<file path="config.mk">
export PLATFORM = sky130hd
export DESIGN_NAME = bpsl_top
export DESIGN_NICKNAME = d
export VERILOG_FILES = /design/src/bpsl_pkg.sv /design/src/bpsl_classify.sv /design/src/bpsl_sticky.sv /design/src/bpsl_top.sv
export SDC_FILE = /design/constraint.sdc
export NUM_CORES = 1
export LEC_CHECK = 0
export BUFFER_PORTS_ARGS = -buffer_cell sky130_fd_sc_hd__buf_2
export CORE_ASPECT_RATIO = 1.75
export CORE_MARGIN = 2
export CORE_UTILIZATION = 35
export CTS_CLUSTER_SIZE = 10
export DETAILED_ROUTE_END_ITERATION = 10
export PLACE_DENSITY = 0.68
export SYNTH_ARGS = -nofsm -noshare
export SYNTH_HDL_FRONTEND = slang
export SYNTH_HIERARCHICAL = 1
export SYNTH_SLANG_ARGS = --single-unit
</file>
<file path="constraint.sdc">
create_clock -name CORE_CLK -period 3 [get_ports CORE_CLK]
set_input_delay 0.75 -clock CORE_CLK [delete_from_list [all_inputs] [get_ports CORE_CLK]]
set_output_delay 0.75 -clock CORE_CLK [all_outputs]
set_load 0.01 [all_outputs]
</file>
<file path="src/bpsl_pkg.sv">
// bpsl_pkg: constants, types and register map of the bridge parity status logic.
// assumes one clock domain and an axi4-lite register slave in the top module.
package bpsl_pkg;

   ////////////////////////////////////////////////////////////////////////////
   // register byte addresses
   localparam logic [3:0] BPSL_ADDR_STATUS = 4'h0;
   localparam logic [3:0] BPSL_ADDR_MASK = 4'h4;
   localparam logic [3:0] BPSL_ADDR_CTRL = 4'h8;
   localparam logic [3:0] BPSL_ADDR_INFO = 4'hC;

   // status and mask field positions
   localparam int BPSL_BIT_PRI_DET = 0;
   localparam int BPSL_BIT_SEC_DET = 1;
   localparam int BPSL_BIT_PRI_MDP = 2;
   localparam int BPSL_BIT_SEC_MDP = 3;
   localparam int BPSL_NSTAT = 4;

   // control field positions
   localparam int BPSL_BIT_PRI_PER = 0;
   localparam int BPSL_BIT_SEC_PER = 1;

   localparam logic [BPSL_NSTAT-1:0] BPSL_STAT_RST = 4'h0;
   localparam logic [BPSL_NSTAT-1:0] BPSL_MASK_RST = 4'h0;
   localparam logic [1:0] BPSL_CTRL_RST = 2'h0;

   localparam logic [1:0] BPSL_RESP_OKAY = 2'h0;
   localparam logic [1:0] BPSL_RESP_SLVERR = 2'h2;

   ////////////////////////////////////////////////////////////////////////////
   // transaction description that travels with an error event
   typedef enum logic [1:0] {BPSL_READ, BPSL_POSTED_WR, BPSL_DELAYED_WR} bpsl_kind_e;

   typedef struct packed {
      logic valid;
      bpsl_kind_e kind;
      logic upstream;
      logic on_secondary;
   } bpsl_err_s;

   typedef struct packed {
      logic pri_master;
      logic sec_master;
      logic pri_pin;
      logic sec_pin;
   } bpsl_bus_s;

endpackage : bpsl_pkg

</file>
<file path="src/bpsl_classify.sv">
// bpsl_classify: decides which parity status bits an error event sets.
// assumes event fields are stable in the cycle that valid is high.
`timescale 1ns/1ps
`default_nettype none
module bpsl_classify
   import bpsl_pkg::*;
(
   // event and bus state
   input wire bpsl_err_s err,
   input wire bpsl_bus_s bus,
   // enables
   input wire logic pri_per,
   input wire logic sec_per,
   // set requests
   output logic [BPSL_NSTAT-1:0] set
);

   function automatic logic is_write(input bpsl_kind_e k);
      is_write = (k == BPSL_POSTED_WR) || (k == BPSL_DELAYED_WR);
   endfunction : is_write

   always_comb
   begin
      set = BPSL_STAT_RST;
      // enables deliberately not consulted for detected bits
      set[BPSL_BIT_PRI_DET] = err.valid && !err.on_secondary &&
         ((err.upstream && err.kind == BPSL_READ) ||
          (!err.upstream && is_write(err.kind)));
      set[BPSL_BIT_SEC_DET] = err.valid && err.on_secondary &&
         ((!err.upstream && err.kind == BPSL_READ) ||
          (err.upstream && is_write(err.kind)));
      // master bits: pin sampled while mastering, or an error event of any kind, upstream on primary or downstream on secondary
      set[BPSL_BIT_PRI_MDP] = pri_per && bus.pri_master &&
         (bus.pri_pin || (err.valid && !err.on_secondary && err.upstream));
      set[BPSL_BIT_SEC_MDP] = sec_per && bus.sec_master &&
         (bus.sec_pin || (err.valid && err.on_secondary && !err.upstream));
   end

endmodule : bpsl_classify
`default_nettype wire

</file>
<file path="src/bpsl_sticky.sv">
// bpsl_sticky: write-one-to-clear status bits where a new set wins over clear.
// assumes set and clear are single-cycle qualified pulses.
`timescale 1ns/1ps
`default_nettype none
module bpsl_sticky
   import bpsl_pkg::*;
(
   // clock and reset
   input wire logic clk,
   input wire logic rst_n,
   // control
   input wire logic [BPSL_NSTAT-1:0] set,
   input wire logic [BPSL_NSTAT-1:0] clr,
   // state
   output logic [BPSL_NSTAT-1:0] stat_q
);

   logic [BPSL_NSTAT-1:0] stat_d;

   always_comb
   begin
      stat_d = (stat_q & ~clr) | set;
   end

   always_ff @(posedge clk or negedge rst_n)
   begin
      if (!rst_n)
      begin
         stat_q <= BPSL_STAT_RST;
      end
      else
      begin
         stat_q <= stat_d;
      end
   end

   AST_STICKY_HOLD: assert property (@(posedge clk) disable iff (!rst_n)
      (|(stat_q & ~clr)) |=> (&((stat_q | ~$past(stat_q & ~clr)))))
      else $error("status bit dropped without clear");
   AST_SET_WINS: assert property (@(posedge clk) disable iff (!rst_n)
      (|(set & clr)) |=> ((stat_q & $past(set & clr)) == $past(set & clr)))
      else $error("set lost against clear");

endmodule : bpsl_sticky
`default_nettype wire

</file>
<file path="src/bpsl_top.sv">
// bpsl_top: parity status logic with axi4-lite registers and one interrupt.
// assumes error events and pin samples are synchronous to CORE_CLK.
//
// Local design decisions: register access over AXI4-Lite and the address map.
`timescale 1ns/1ps
`default_nettype none
module bpsl_top
   import bpsl_pkg::*;
(
   // clock and reset
   input wire logic CORE_CLK,
   input wire logic RST_N,
   // error event from the bridge datapath
   input wire logic ERR_VALID,
   input wire logic [1:0] ERR_KIND,
   input wire logic ERR_UPSTREAM,
   input wire logic ERR_ON_SECONDARY,
   // bus role and sampled parity error pins, active high here
   input wire logic PRI_MASTER,
   input wire logic SEC_MASTER,
   input wire logic PRIMARY_PARITY_ERROR_PIN,
   input wire logic SECONDARY_PARITY_ERROR_PIN,
   // axi4-lite write address and data
   input wire logic AWVALID,
   output logic AWREADY,
   input wire logic [3:0] AWADDR,
   input wire logic WVALID,
   output logic WREADY,
   input wire logic [31:0] WDATA,
   input wire logic [3:0] WSTRB,
   // axi4-lite write response
   output logic BVALID,
   input wire logic BREADY,
   output logic [1:0] BRESP,
   // axi4-lite read
   input wire logic ARVALID,
   output logic ARREADY,
   input wire logic [3:0] ARADDR,
   output logic RVALID,
   input wire logic RREADY,
   output logic [31:0] RDATA,
   output logic [1:0] RRESP,
   // interrupt
   output logic IRQ
);

   ////////////////////////////////////////////////////////////////////////////
   // error classification
   bpsl_err_s err;
   bpsl_bus_s bus;
   logic [BPSL_NSTAT-1:0] set;
   logic [BPSL_NSTAT-1:0] clr;
   logic [BPSL_NSTAT-1:0] stat_q;
   logic [BPSL_NSTAT-1:0] mask_q, mask_d;
   logic [1:0] ctrl_q, ctrl_d;

   always_comb
   begin
      err.valid = ERR_VALID;
      err.kind = bpsl_kind_e'(ERR_KIND);
      err.upstream = ERR_UPSTREAM;
      err.on_secondary = ERR_ON_SECONDARY;
      bus.pri_master = PRI_MASTER;
      bus.sec_master = SEC_MASTER;
      bus.pri_pin = PRIMARY_PARITY_ERROR_PIN;
      bus.sec_pin = SECONDARY_PARITY_ERROR_PIN;
   end

   bpsl_classify u_bpsl_classify (
      .err(err),
      .bus(bus),
      .pri_per(ctrl_q[BPSL_BIT_PRI_PER]),
      .sec_per(ctrl_q[BPSL_BIT_SEC_PER]),
      .set(set)
   );

   bpsl_sticky u_bpsl_sticky (
      .clk(CORE_CLK),
      .rst_n(RST_N),
      .set(set),
      .clr(clr),
      .stat_q(stat_q)
   );

   ////////////////////////////////////////////////////////////////////////////
   // axi4-lite write side: address and data latched in either order
   logic aw_have_q, aw_have_d, w_have_q, w_have_d, bvalid_q, bvalid_d;
   logic [3:0] awaddr_q, awaddr_d;
   logic [31:0] wdata_q, wdata_d;
   logic [3:0] wstrb_q, wstrb_d;
   logic [1:0] bresp_q, bresp_d;
   logic do_wr;

   assign AWREADY = !aw_have_q && !bvalid_q;
   assign WREADY = !w_have_q && !bvalid_q;
   assign BVALID = bvalid_q;
   assign BRESP = bresp_q;

   always_comb
   begin
      aw_have_d = aw_have_q;
      w_have_d = w_have_q;
      awaddr_d = awaddr_q;
      wdata_d = wdata_q;
      wstrb_d = wstrb_q;
      bvalid_d = bvalid_q;
      bresp_d = bresp_q;
      mask_d = mask_q;
      ctrl_d = ctrl_q;
      clr = '0;
      do_wr = aw_have_q && w_have_q;
      if (AWVALID && AWREADY)
      begin
         aw_have_d = 1'b1;
         awaddr_d = AWADDR;
      end
      if (WVALID && WREADY)
      begin
         w_have_d = 1'b1;
         wdata_d = WDATA;
         wstrb_d = WSTRB;
      end
      if (do_wr)
      begin
         aw_have_d = 1'b0;
         w_have_d = 1'b0;
         bvalid_d = 1'b1;
         bresp_d = BPSL_RESP_OKAY;
         case (awaddr_q)
            BPSL_ADDR_STATUS: clr = wstrb_q[0] ? wdata_q[BPSL_NSTAT-1:0] : '0;
            BPSL_ADDR_MASK: mask_d = wstrb_q[0] ? wdata_q[BPSL_NSTAT-1:0] : mask_q;
            BPSL_ADDR_CTRL: ctrl_d = wstrb_q[0] ? wdata_q[1:0] : ctrl_q;
            BPSL_ADDR_INFO: bresp_d = BPSL_RESP_OKAY;
            default: bresp_d = BPSL_RESP_SLVERR;
         endcase
      end
      if (bvalid_q && BREADY)
      begin
         bvalid_d = 1'b0;
      end
   end

   always_ff @(posedge CORE_CLK or negedge RST_N)
   begin
      if (!RST_N)
      begin
         aw_have_q <= 1'b0;
         w_have_q <= 1'b0;
         awaddr_q <= 4'h0;
         wdata_q <= 32'h0;
         wstrb_q <= 4'h0;
         bvalid_q <= 1'b0;
         bresp_q <= BPSL_RESP_OKAY;
         mask_q <= BPSL_MASK_RST;
         ctrl_q <= BPSL_CTRL_RST;
      end
      else
      begin
         aw_have_q <= aw_have_d;
         w_have_q <= w_have_d;
         awaddr_q <= awaddr_d;
         wdata_q <= wdata_d;
         wstrb_q <= wstrb_d;
         bvalid_q <= bvalid_d;
         bresp_q <= bresp_d;
         mask_q <= mask_d;
         ctrl_q <= ctrl_d;
      end
   end

   ////////////////////////////////////////////////////////////////////////////
   // axi4-lite read side: one cycle to the answer
   logic rvalid_q, rvalid_d;
   logic [31:0] rdata_q, rdata_d;
   logic [1:0] rresp_q, rresp_d;

   assign ARREADY = !rvalid_q;
   assign RVALID = rvalid_q;
   assign RDATA = rdata_q;
   assign RRESP = rresp_q;

   always_comb
   begin
      rvalid_d = rvalid_q;
      rdata_d = rdata_q;
      rresp_d = rresp_q;
      if (ARVALID && ARREADY)
      begin
         rvalid_d = 1'b1;
         rresp_d = BPSL_RESP_OKAY;
         case (ARADDR)
            BPSL_ADDR_STATUS: rdata_d = {28'h0, stat_q};
            BPSL_ADDR_MASK: rdata_d = {28'h0, mask_q};
            BPSL_ADDR_CTRL: rdata_d = {30'h0, ctrl_q};
            BPSL_ADDR_INFO: rdata_d = {28'h0, set};
            default:
            begin
               rdata_d = 32'h0;
               rresp_d = BPSL_RESP_SLVERR;
            end
         endcase
      end
      else if (rvalid_q && RREADY)
      begin
         rvalid_d = 1'b0;
      end
   end

   always_ff @(posedge CORE_CLK or negedge RST_N)
   begin
      if (!RST_N)
      begin
         rvalid_q <= 1'b0;
         rdata_q <= 32'h0;
         rresp_q <= BPSL_RESP_OKAY;
      end
      else
      begin
         rvalid_q <= rvalid_d;
         rdata_q <= rdata_d;
         rresp_q <= rresp_d;
      end
   end

   ////////////////////////////////////////////////////////////////////////////
   // interrupt: level, combinational from registered state
   assign IRQ = |(stat_q & mask_q);

   ////////////////////////////////////////////////////////////////////////////
   // checks
   AST_PRI_DET_SET: assert property (@(posedge CORE_CLK) disable iff (!RST_N)
      (ERR_VALID && !ERR_ON_SECONDARY && ERR_UPSTREAM && ERR_KIND == 2'h0)
      |=> stat_q[BPSL_BIT_PRI_DET])
      else $error("primary detected bit not set on upstream read");
   AST_PRI_DET_ONLY: assert property (@(posedge CORE_CLK) disable iff (!RST_N)
      ($rose(stat_q[BPSL_BIT_PRI_DET])) |->
      $past(ERR_VALID && !ERR_ON_SECONDARY &&
         ((ERR_UPSTREAM && ERR_KIND == BPSL_READ) ||
          (!ERR_UPSTREAM && (ERR_KIND == BPSL_POSTED_WR || ERR_KIND == BPSL_DELAYED_WR)))))
      else $error("primary detected bit set by wrong event");
   AST_SEC_DET_SET: assert property (@(posedge CORE_CLK) disable iff (!RST_N)
      (ERR_VALID && ERR_ON_SECONDARY && ERR_UPSTREAM &&
       (ERR_KIND == BPSL_POSTED_WR || ERR_KIND == BPSL_DELAYED_WR))
      |=> stat_q[BPSL_BIT_SEC_DET])
      else $error("secondary detected bit not set on upstream write");
   AST_SEC_DET_ONLY: assert property (@(posedge CORE_CLK) disable iff (!RST_N)
      ($rose(stat_q[BPSL_BIT_SEC_DET])) |->
      $past(ERR_VALID && ERR_ON_SECONDARY &&
         ((!ERR_UPSTREAM && ERR_KIND == BPSL_READ) ||
          (ERR_UPSTREAM && (ERR_KIND == BPSL_POSTED_WR || ERR_KIND == BPSL_DELAYED_WR)))))
      else $error("secondary detected bit set by wrong event");
   AST_PRI_MDP_ROLE: assert property (@(posedge CORE_CLK) disable iff (!RST_N)
      ($rose(stat_q[BPSL_BIT_PRI_MDP])) |-> $past(PRI_MASTER))
      else $error("primary master bit set while target");
   AST_PRI_MDP_EN: assert property (@(posedge CORE_CLK) disable iff (!RST_N)
      ($rose(stat_q[BPSL_BIT_PRI_MDP])) |-> $past(ctrl_q[BPSL_BIT_PRI_PER]))
      else $error("primary master bit set with response disabled");
   AST_PRI_MDP_PIN: assert property (@(posedge CORE_CLK) disable iff (!RST_N)
      (PRI_MASTER && PRIMARY_PARITY_ERROR_PIN && ctrl_q[BPSL_BIT_PRI_PER])
      |=> stat_q[BPSL_BIT_PRI_MDP])
      else $error("primary pin not recorded");
   AST_SEC_MDP_ROLE: assert property (@(posedge CORE_CLK) disable iff (!RST_N)
      ($rose(stat_q[BPSL_BIT_SEC_MDP])) |-> $past(SEC_MASTER))
      else $error("secondary master bit set while target");
   AST_SEC_MDP_EN: assert property (@(posedge CORE_CLK) disable iff (!RST_N)
      ($rose(stat_q[BPSL_BIT_SEC_MDP])) |-> $past(ctrl_q[BPSL_BIT_SEC_PER]))
      else $error("secondary master bit set with response disabled");
   AST_SEC_MDP_PIN: assert property (@(posedge CORE_CLK) disable iff (!RST_N)
      (SEC_MASTER && SECONDARY_PARITY_ERROR_PIN && ctrl_q[BPSL_BIT_SEC_PER])
      |=> stat_q[BPSL_BIT_SEC_MDP])
      else $error("secondary pin not recorded");
   AST_RD_ANSWER: assert property (@(posedge CORE_CLK) disable iff (!RST_N)
      (ARVALID && ARREADY) |=> RVALID)
      else $error("read answer late");
   // own parity check while mastering, independent of the pin sample
   AST_PRI_MDP_OWN: assert property (@(posedge CORE_CLK) disable iff (!RST_N)
      (PRI_MASTER && ctrl_q[BPSL_BIT_PRI_PER] && ERR_VALID && !ERR_ON_SECONDARY &&
       ERR_UPSTREAM) |=> stat_q[BPSL_BIT_PRI_MDP])
      else $error("primary own parity check not recorded");
   AST_SEC_MDP_OWN: assert property (@(posedge CORE_CLK) disable iff (!RST_N)
      (SEC_MASTER && ctrl_q[BPSL_BIT_SEC_PER] && ERR_VALID && ERR_ON_SECONDARY &&
       !ERR_UPSTREAM) |=> stat_q[BPSL_BIT_SEC_MDP])
      else $error("secondary own parity check not recorded");
   AST_WR_ANSWER: assert property (@(posedge CORE_CLK) disable iff (!RST_N)
      (aw_have_q && w_have_q) |=> BVALID)
      else $error("write answer late");
   AST_WR_REFUSED: assert property (@(posedge CORE_CLK) disable iff (!RST_N)
      BVALID |-> (!AWREADY && !WREADY))
      else $error("write accepted while response pending");

   COV_IRQ: cover property (@(posedge CORE_CLK) disable iff (!RST_N) $rose(IRQ));
   COV_CLEAR: cover property (@(posedge CORE_CLK) disable iff (!RST_N)
      stat_q[BPSL_BIT_PRI_DET] ##1 !stat_q[BPSL_BIT_PRI_DET]);
   COV_SEC_MDP: cover property (@(posedge CORE_CLK) disable iff (!RST_N)
      $rose(stat_q[BPSL_BIT_SEC_MDP]));
   COV_SET_CLR: cover property (@(posedge CORE_CLK) disable iff (!RST_N) |(set & clr));

endmodule : bpsl_top
`default_nettype wire

</file>
==> impl_metrics.env <==
export IMPL_outcome="completed"
export IMPL_track_usage_pct=11.9
export IMPL_ant_nets=0
export IMPL_drv_cap=0
export IMPL_n_fill_cell=451
export IMPL_initial_core_util_pct=36.2
export IMPL_drc=0
export IMPL_area_growth_syn_to_layout_pct=15.1
export IMPL_fmax_mhz=534
export IMPL_grt_pass1_wl_um=4400
export IMPL_dpl_hpwl_um=2210
export IMPL_cts_hold_buffers=0
export IMPL_antenna_found_initial=0
export IMPL_port_buffers=40
export IMPL_rsz0062_at_grt="no"
export IMPL_path_cells="buf_2 -> inv_1 -> ha_1 -> mux2i_1 -> nor3b_1 -> mux4_2 -> a22o_1"
export IMPL_hold_viol_final=0
export IMPL_drive_above_1_share_pct=38.2
export IMPL_setup_viol=0
export IMPL_die_h_um=93.2
export IMPL_end_kind="flop"
export IMPL_max_stage_delay_ns=0.47
export IMPL_drt_iter0_drc=9
export IMPL_yosys_warnings=6
export IMPL_crit_path_start="ERR_KIND[0]"
export IMPL_avgViaCountPerCell=4.46
export IMPL_fp_row_count=32
export IMPL_criticalPathCategory="in2reg"
export IMPL_skew_ns=0.00554
export IMPL_slew_headroom_pct=57.4
export IMPL_grtUsageMet1_pct=11.8
export IMPL_setup_tns_final_ns=0
export IMPL_cts_tree="built"
export IMPL_post_cts_setup_buffer_count=0
export IMPL_p_leak_nw=1.00
export IMPL_postLayoutSetupSlackWorst_ns=1.13
export IMPL_slowest_stage="mux4_2"
export IMPL_hp_class="in2async"
export IMPL_grt_util_met2_pct=21.7
export IMPL_avgSynthCellArea_um2=11.3
export IMPL_cp_arrival_ns=2.04
export IMPL_antenna_cells=0
export IMPL_grt_use_met3_pct=3.51
export IMPL_cts_buffers=5
export IMPL_period_share_pct=62.4
export IMPL_cts_sinks=29
export IMPL_syn_area_um2=1590
export IMPL_coreArea_um2=4400
export IMPL_clock_latency_ns=0.28
export IMPL_synth_seq_area_share_pct=45.6
export IMPL_cts_max_level=2
export IMPL_path_clk_slew_ns=0.06
export IMPL_dpl_cell_area_um2=1730
export IMPL_final_max_slew_viol_count=0
export IMPL_ir_drop_mv=0.468
export IMPL_wl_per_cell_um=11.6
export IMPL_postSynthCellCount=141
export IMPL_io_pin_count=102
export IMPL_fin_crit_ns=1.87
export IMPL_cts_root_buf="clkbuf_8"
export IMPL_hold_worst_slack_ns=0.492
export IMPL_crit_buf_inv=2
export IMPL_startpoint_type="primary input"
export IMPL_dp_cells=229
export IMPL_vias=1056
export IMPL_routabilityCongestion=0.731
export IMPL_fin_area_um2=1830
export IMPL_stdcell_count=237
export IMPL_critPathMaxFanout=2
export IMPL_cp_required_ns=3.17
export IMPL_ys_ff_latch=29
export IMPL_grt_pass1_vias=997
export IMPL_fin_nets=246
export IMPL_crit_family="multiplexers"
export IMPL_synth_distinct_cells=30
export IMPL_wirelength_um=2750
export IMPL_gr_max_usage_layer="met2"
export IMPL_worstMarginPinSlew_ns=0.638
export IMPL_drt_first_pass_iters=4
export IMPL_fp_dieW_um=55.0
export IMPL_clockBufferDepth=2
export IMPL_grt_max_degree=30
export IMPL_cts_resized=0
export IMPL_die_area_um2=5130
export IMPL_grt_ovfl_total=0
export IMPL_seqCellArea_um2=726
export IMPL_multi_input_area_um2=693
export IMPL_power_density_nw_per_um2=789
export IMPL_pre_cts_ws_ns=0.814
export IMPL_r2r_start="w_have_q"
-- where the power goes --
group / total, mW / switching [mW] / internal, mW / leakage, nW
logic: 0.424 / 0.182 / 0.241 / 0.595
registers: 0.672 / 0.130 / 0.542 / 0.355
clock network: 0.351 / 0.144 / 0.207 / 0.0542
total: 1.45 / 0.456 / 0.990 / 1.00
-- worst paths after layout --
path	endpoint	slack (ns)	depth (start not counted)
max	RDATA[0]	1.13	7
min	ctrl_q[0]	0.49	1
max reg2reg	wdata_q[1]	1.62	3
min reg2reg	RDATA[3]	0.50	1
max in group asynchronous	RVALID	2.09	1
min in group CORE_CLK	RDATA[3]	0.50	1
-- synthesized netlist by cell type --
library cell / count / share of area, %
a21o_1: 4 / 1.9
a21o_2: 1 / 0.55
a21oi_1: 2 / 0.63
a22o_1: 6 / 3.3
a22oi_1: 2 / 0.94
and2_1: 2 / 0.79
and3b_1: 1 / 0.55
and3b_2: 1 / 0.63
and4bb_4: 1 / 1.0
buf_4: 30 / 14
clkbuf_1: 1 / 0.24
clkbuf_2: 1 / 0.31
conb_1: 1 / 0.24
dfrtp_1: 29 / 46
ha_1: 1 / 0.79
inv_1: 13 / 3.1
mux2_2: 17 / 12
mux2i_1: 3 / 1.9
mux4_2: 2 / 2.8
nand2_1: 3 / 0.71
nand2b_1: 1 / 0.39
nand3_1: 1 / 0.31
nand4b_1: 1 / 0.55
nand4b_4: 1 / 1.5
nor2_1: 10 / 2.4
nor3_1: 1 / 0.31
nor3b_1: 1 / 0.47
o211a_1: 2 / 1.3
o21ai_0: 1 / 0.31
o21bai_1: 1 / 0.47
-- per-stage QoR --
stage | utilization (%) | power, mW
after floorplan | - | 0.995
after global placement | 39.3 | 1.09
after detailed placement | 39.3 | 1.11
after CTS | 41.6 | 1.47
after global routing | 41.6 | 1.56
final | 41.6 | 1.45
-- routing by layer --
metal | vias up | wire, um
li1 | 504 | -
met1 | 497 | 929
met2 | 51 | 1590
met3 | 4 | 216
met4 | 0 | 20
met5 | - | 0
-- kinds of logic after synthesis --
kind of cell               after synthesis  synth area share (%)
other                                    1                 0.235
muxes                                   22                  16.7
adders and majority gates                1                 0.785
buffers and inverters                   45                  17.8
DFF                                     29                  45.6
and+or+nand+nor                         24                  9.58
AOI/OAI and AO/OA                       19                  9.35
-- area by class of cell --
cell class              count  area share (%)
clock buffers               7            5.26
multi-input cells          96            37.8
inverters                  13            2.66
clock inverters             1           0.273
flip-flops and latches     29            39.6
well taps                  51            3.48
repair buffers             40            10.9
-- state kept, by name, indices dropped and copies added, names as in the netlist --
name and count:
ctrl_q 2, RVALID 1, BVALID 1, aw_have_q 1
mask_q 4, RRESP 1, awaddr_q 4, w_have_q 1
BRESP 1, u_bpsl_sticky/stat_q 4, RDATA 4, wdata_q 4
wstrb_q 1
-- layout by cell type, fill, tap and decap left out, types with 2 or more instances in the layout --
master | synthesis | routed
a22oi_1 | 2 | 2
a21o_1 | 4 | 4
nand2_1 | 3 | 3
and2_1 | 2 | 2
mux2i_1 | 3 | 3
conb_1 | 1 | 30
mux2_2 | 17 | 17
mux4_2 | 2 | 2
a22o_1 | 6 | 6
buf_2 | 0 | 40
inv_1 | 13 | 13
o211a_1 | 2 | 2
nor2_1 | 10 | 10
a21oi_1 | 2 | 2
dfrtp_1 | 29 | 29
clkbuf_8 | 0 | 7
Power figures use the tool's default switching activity.
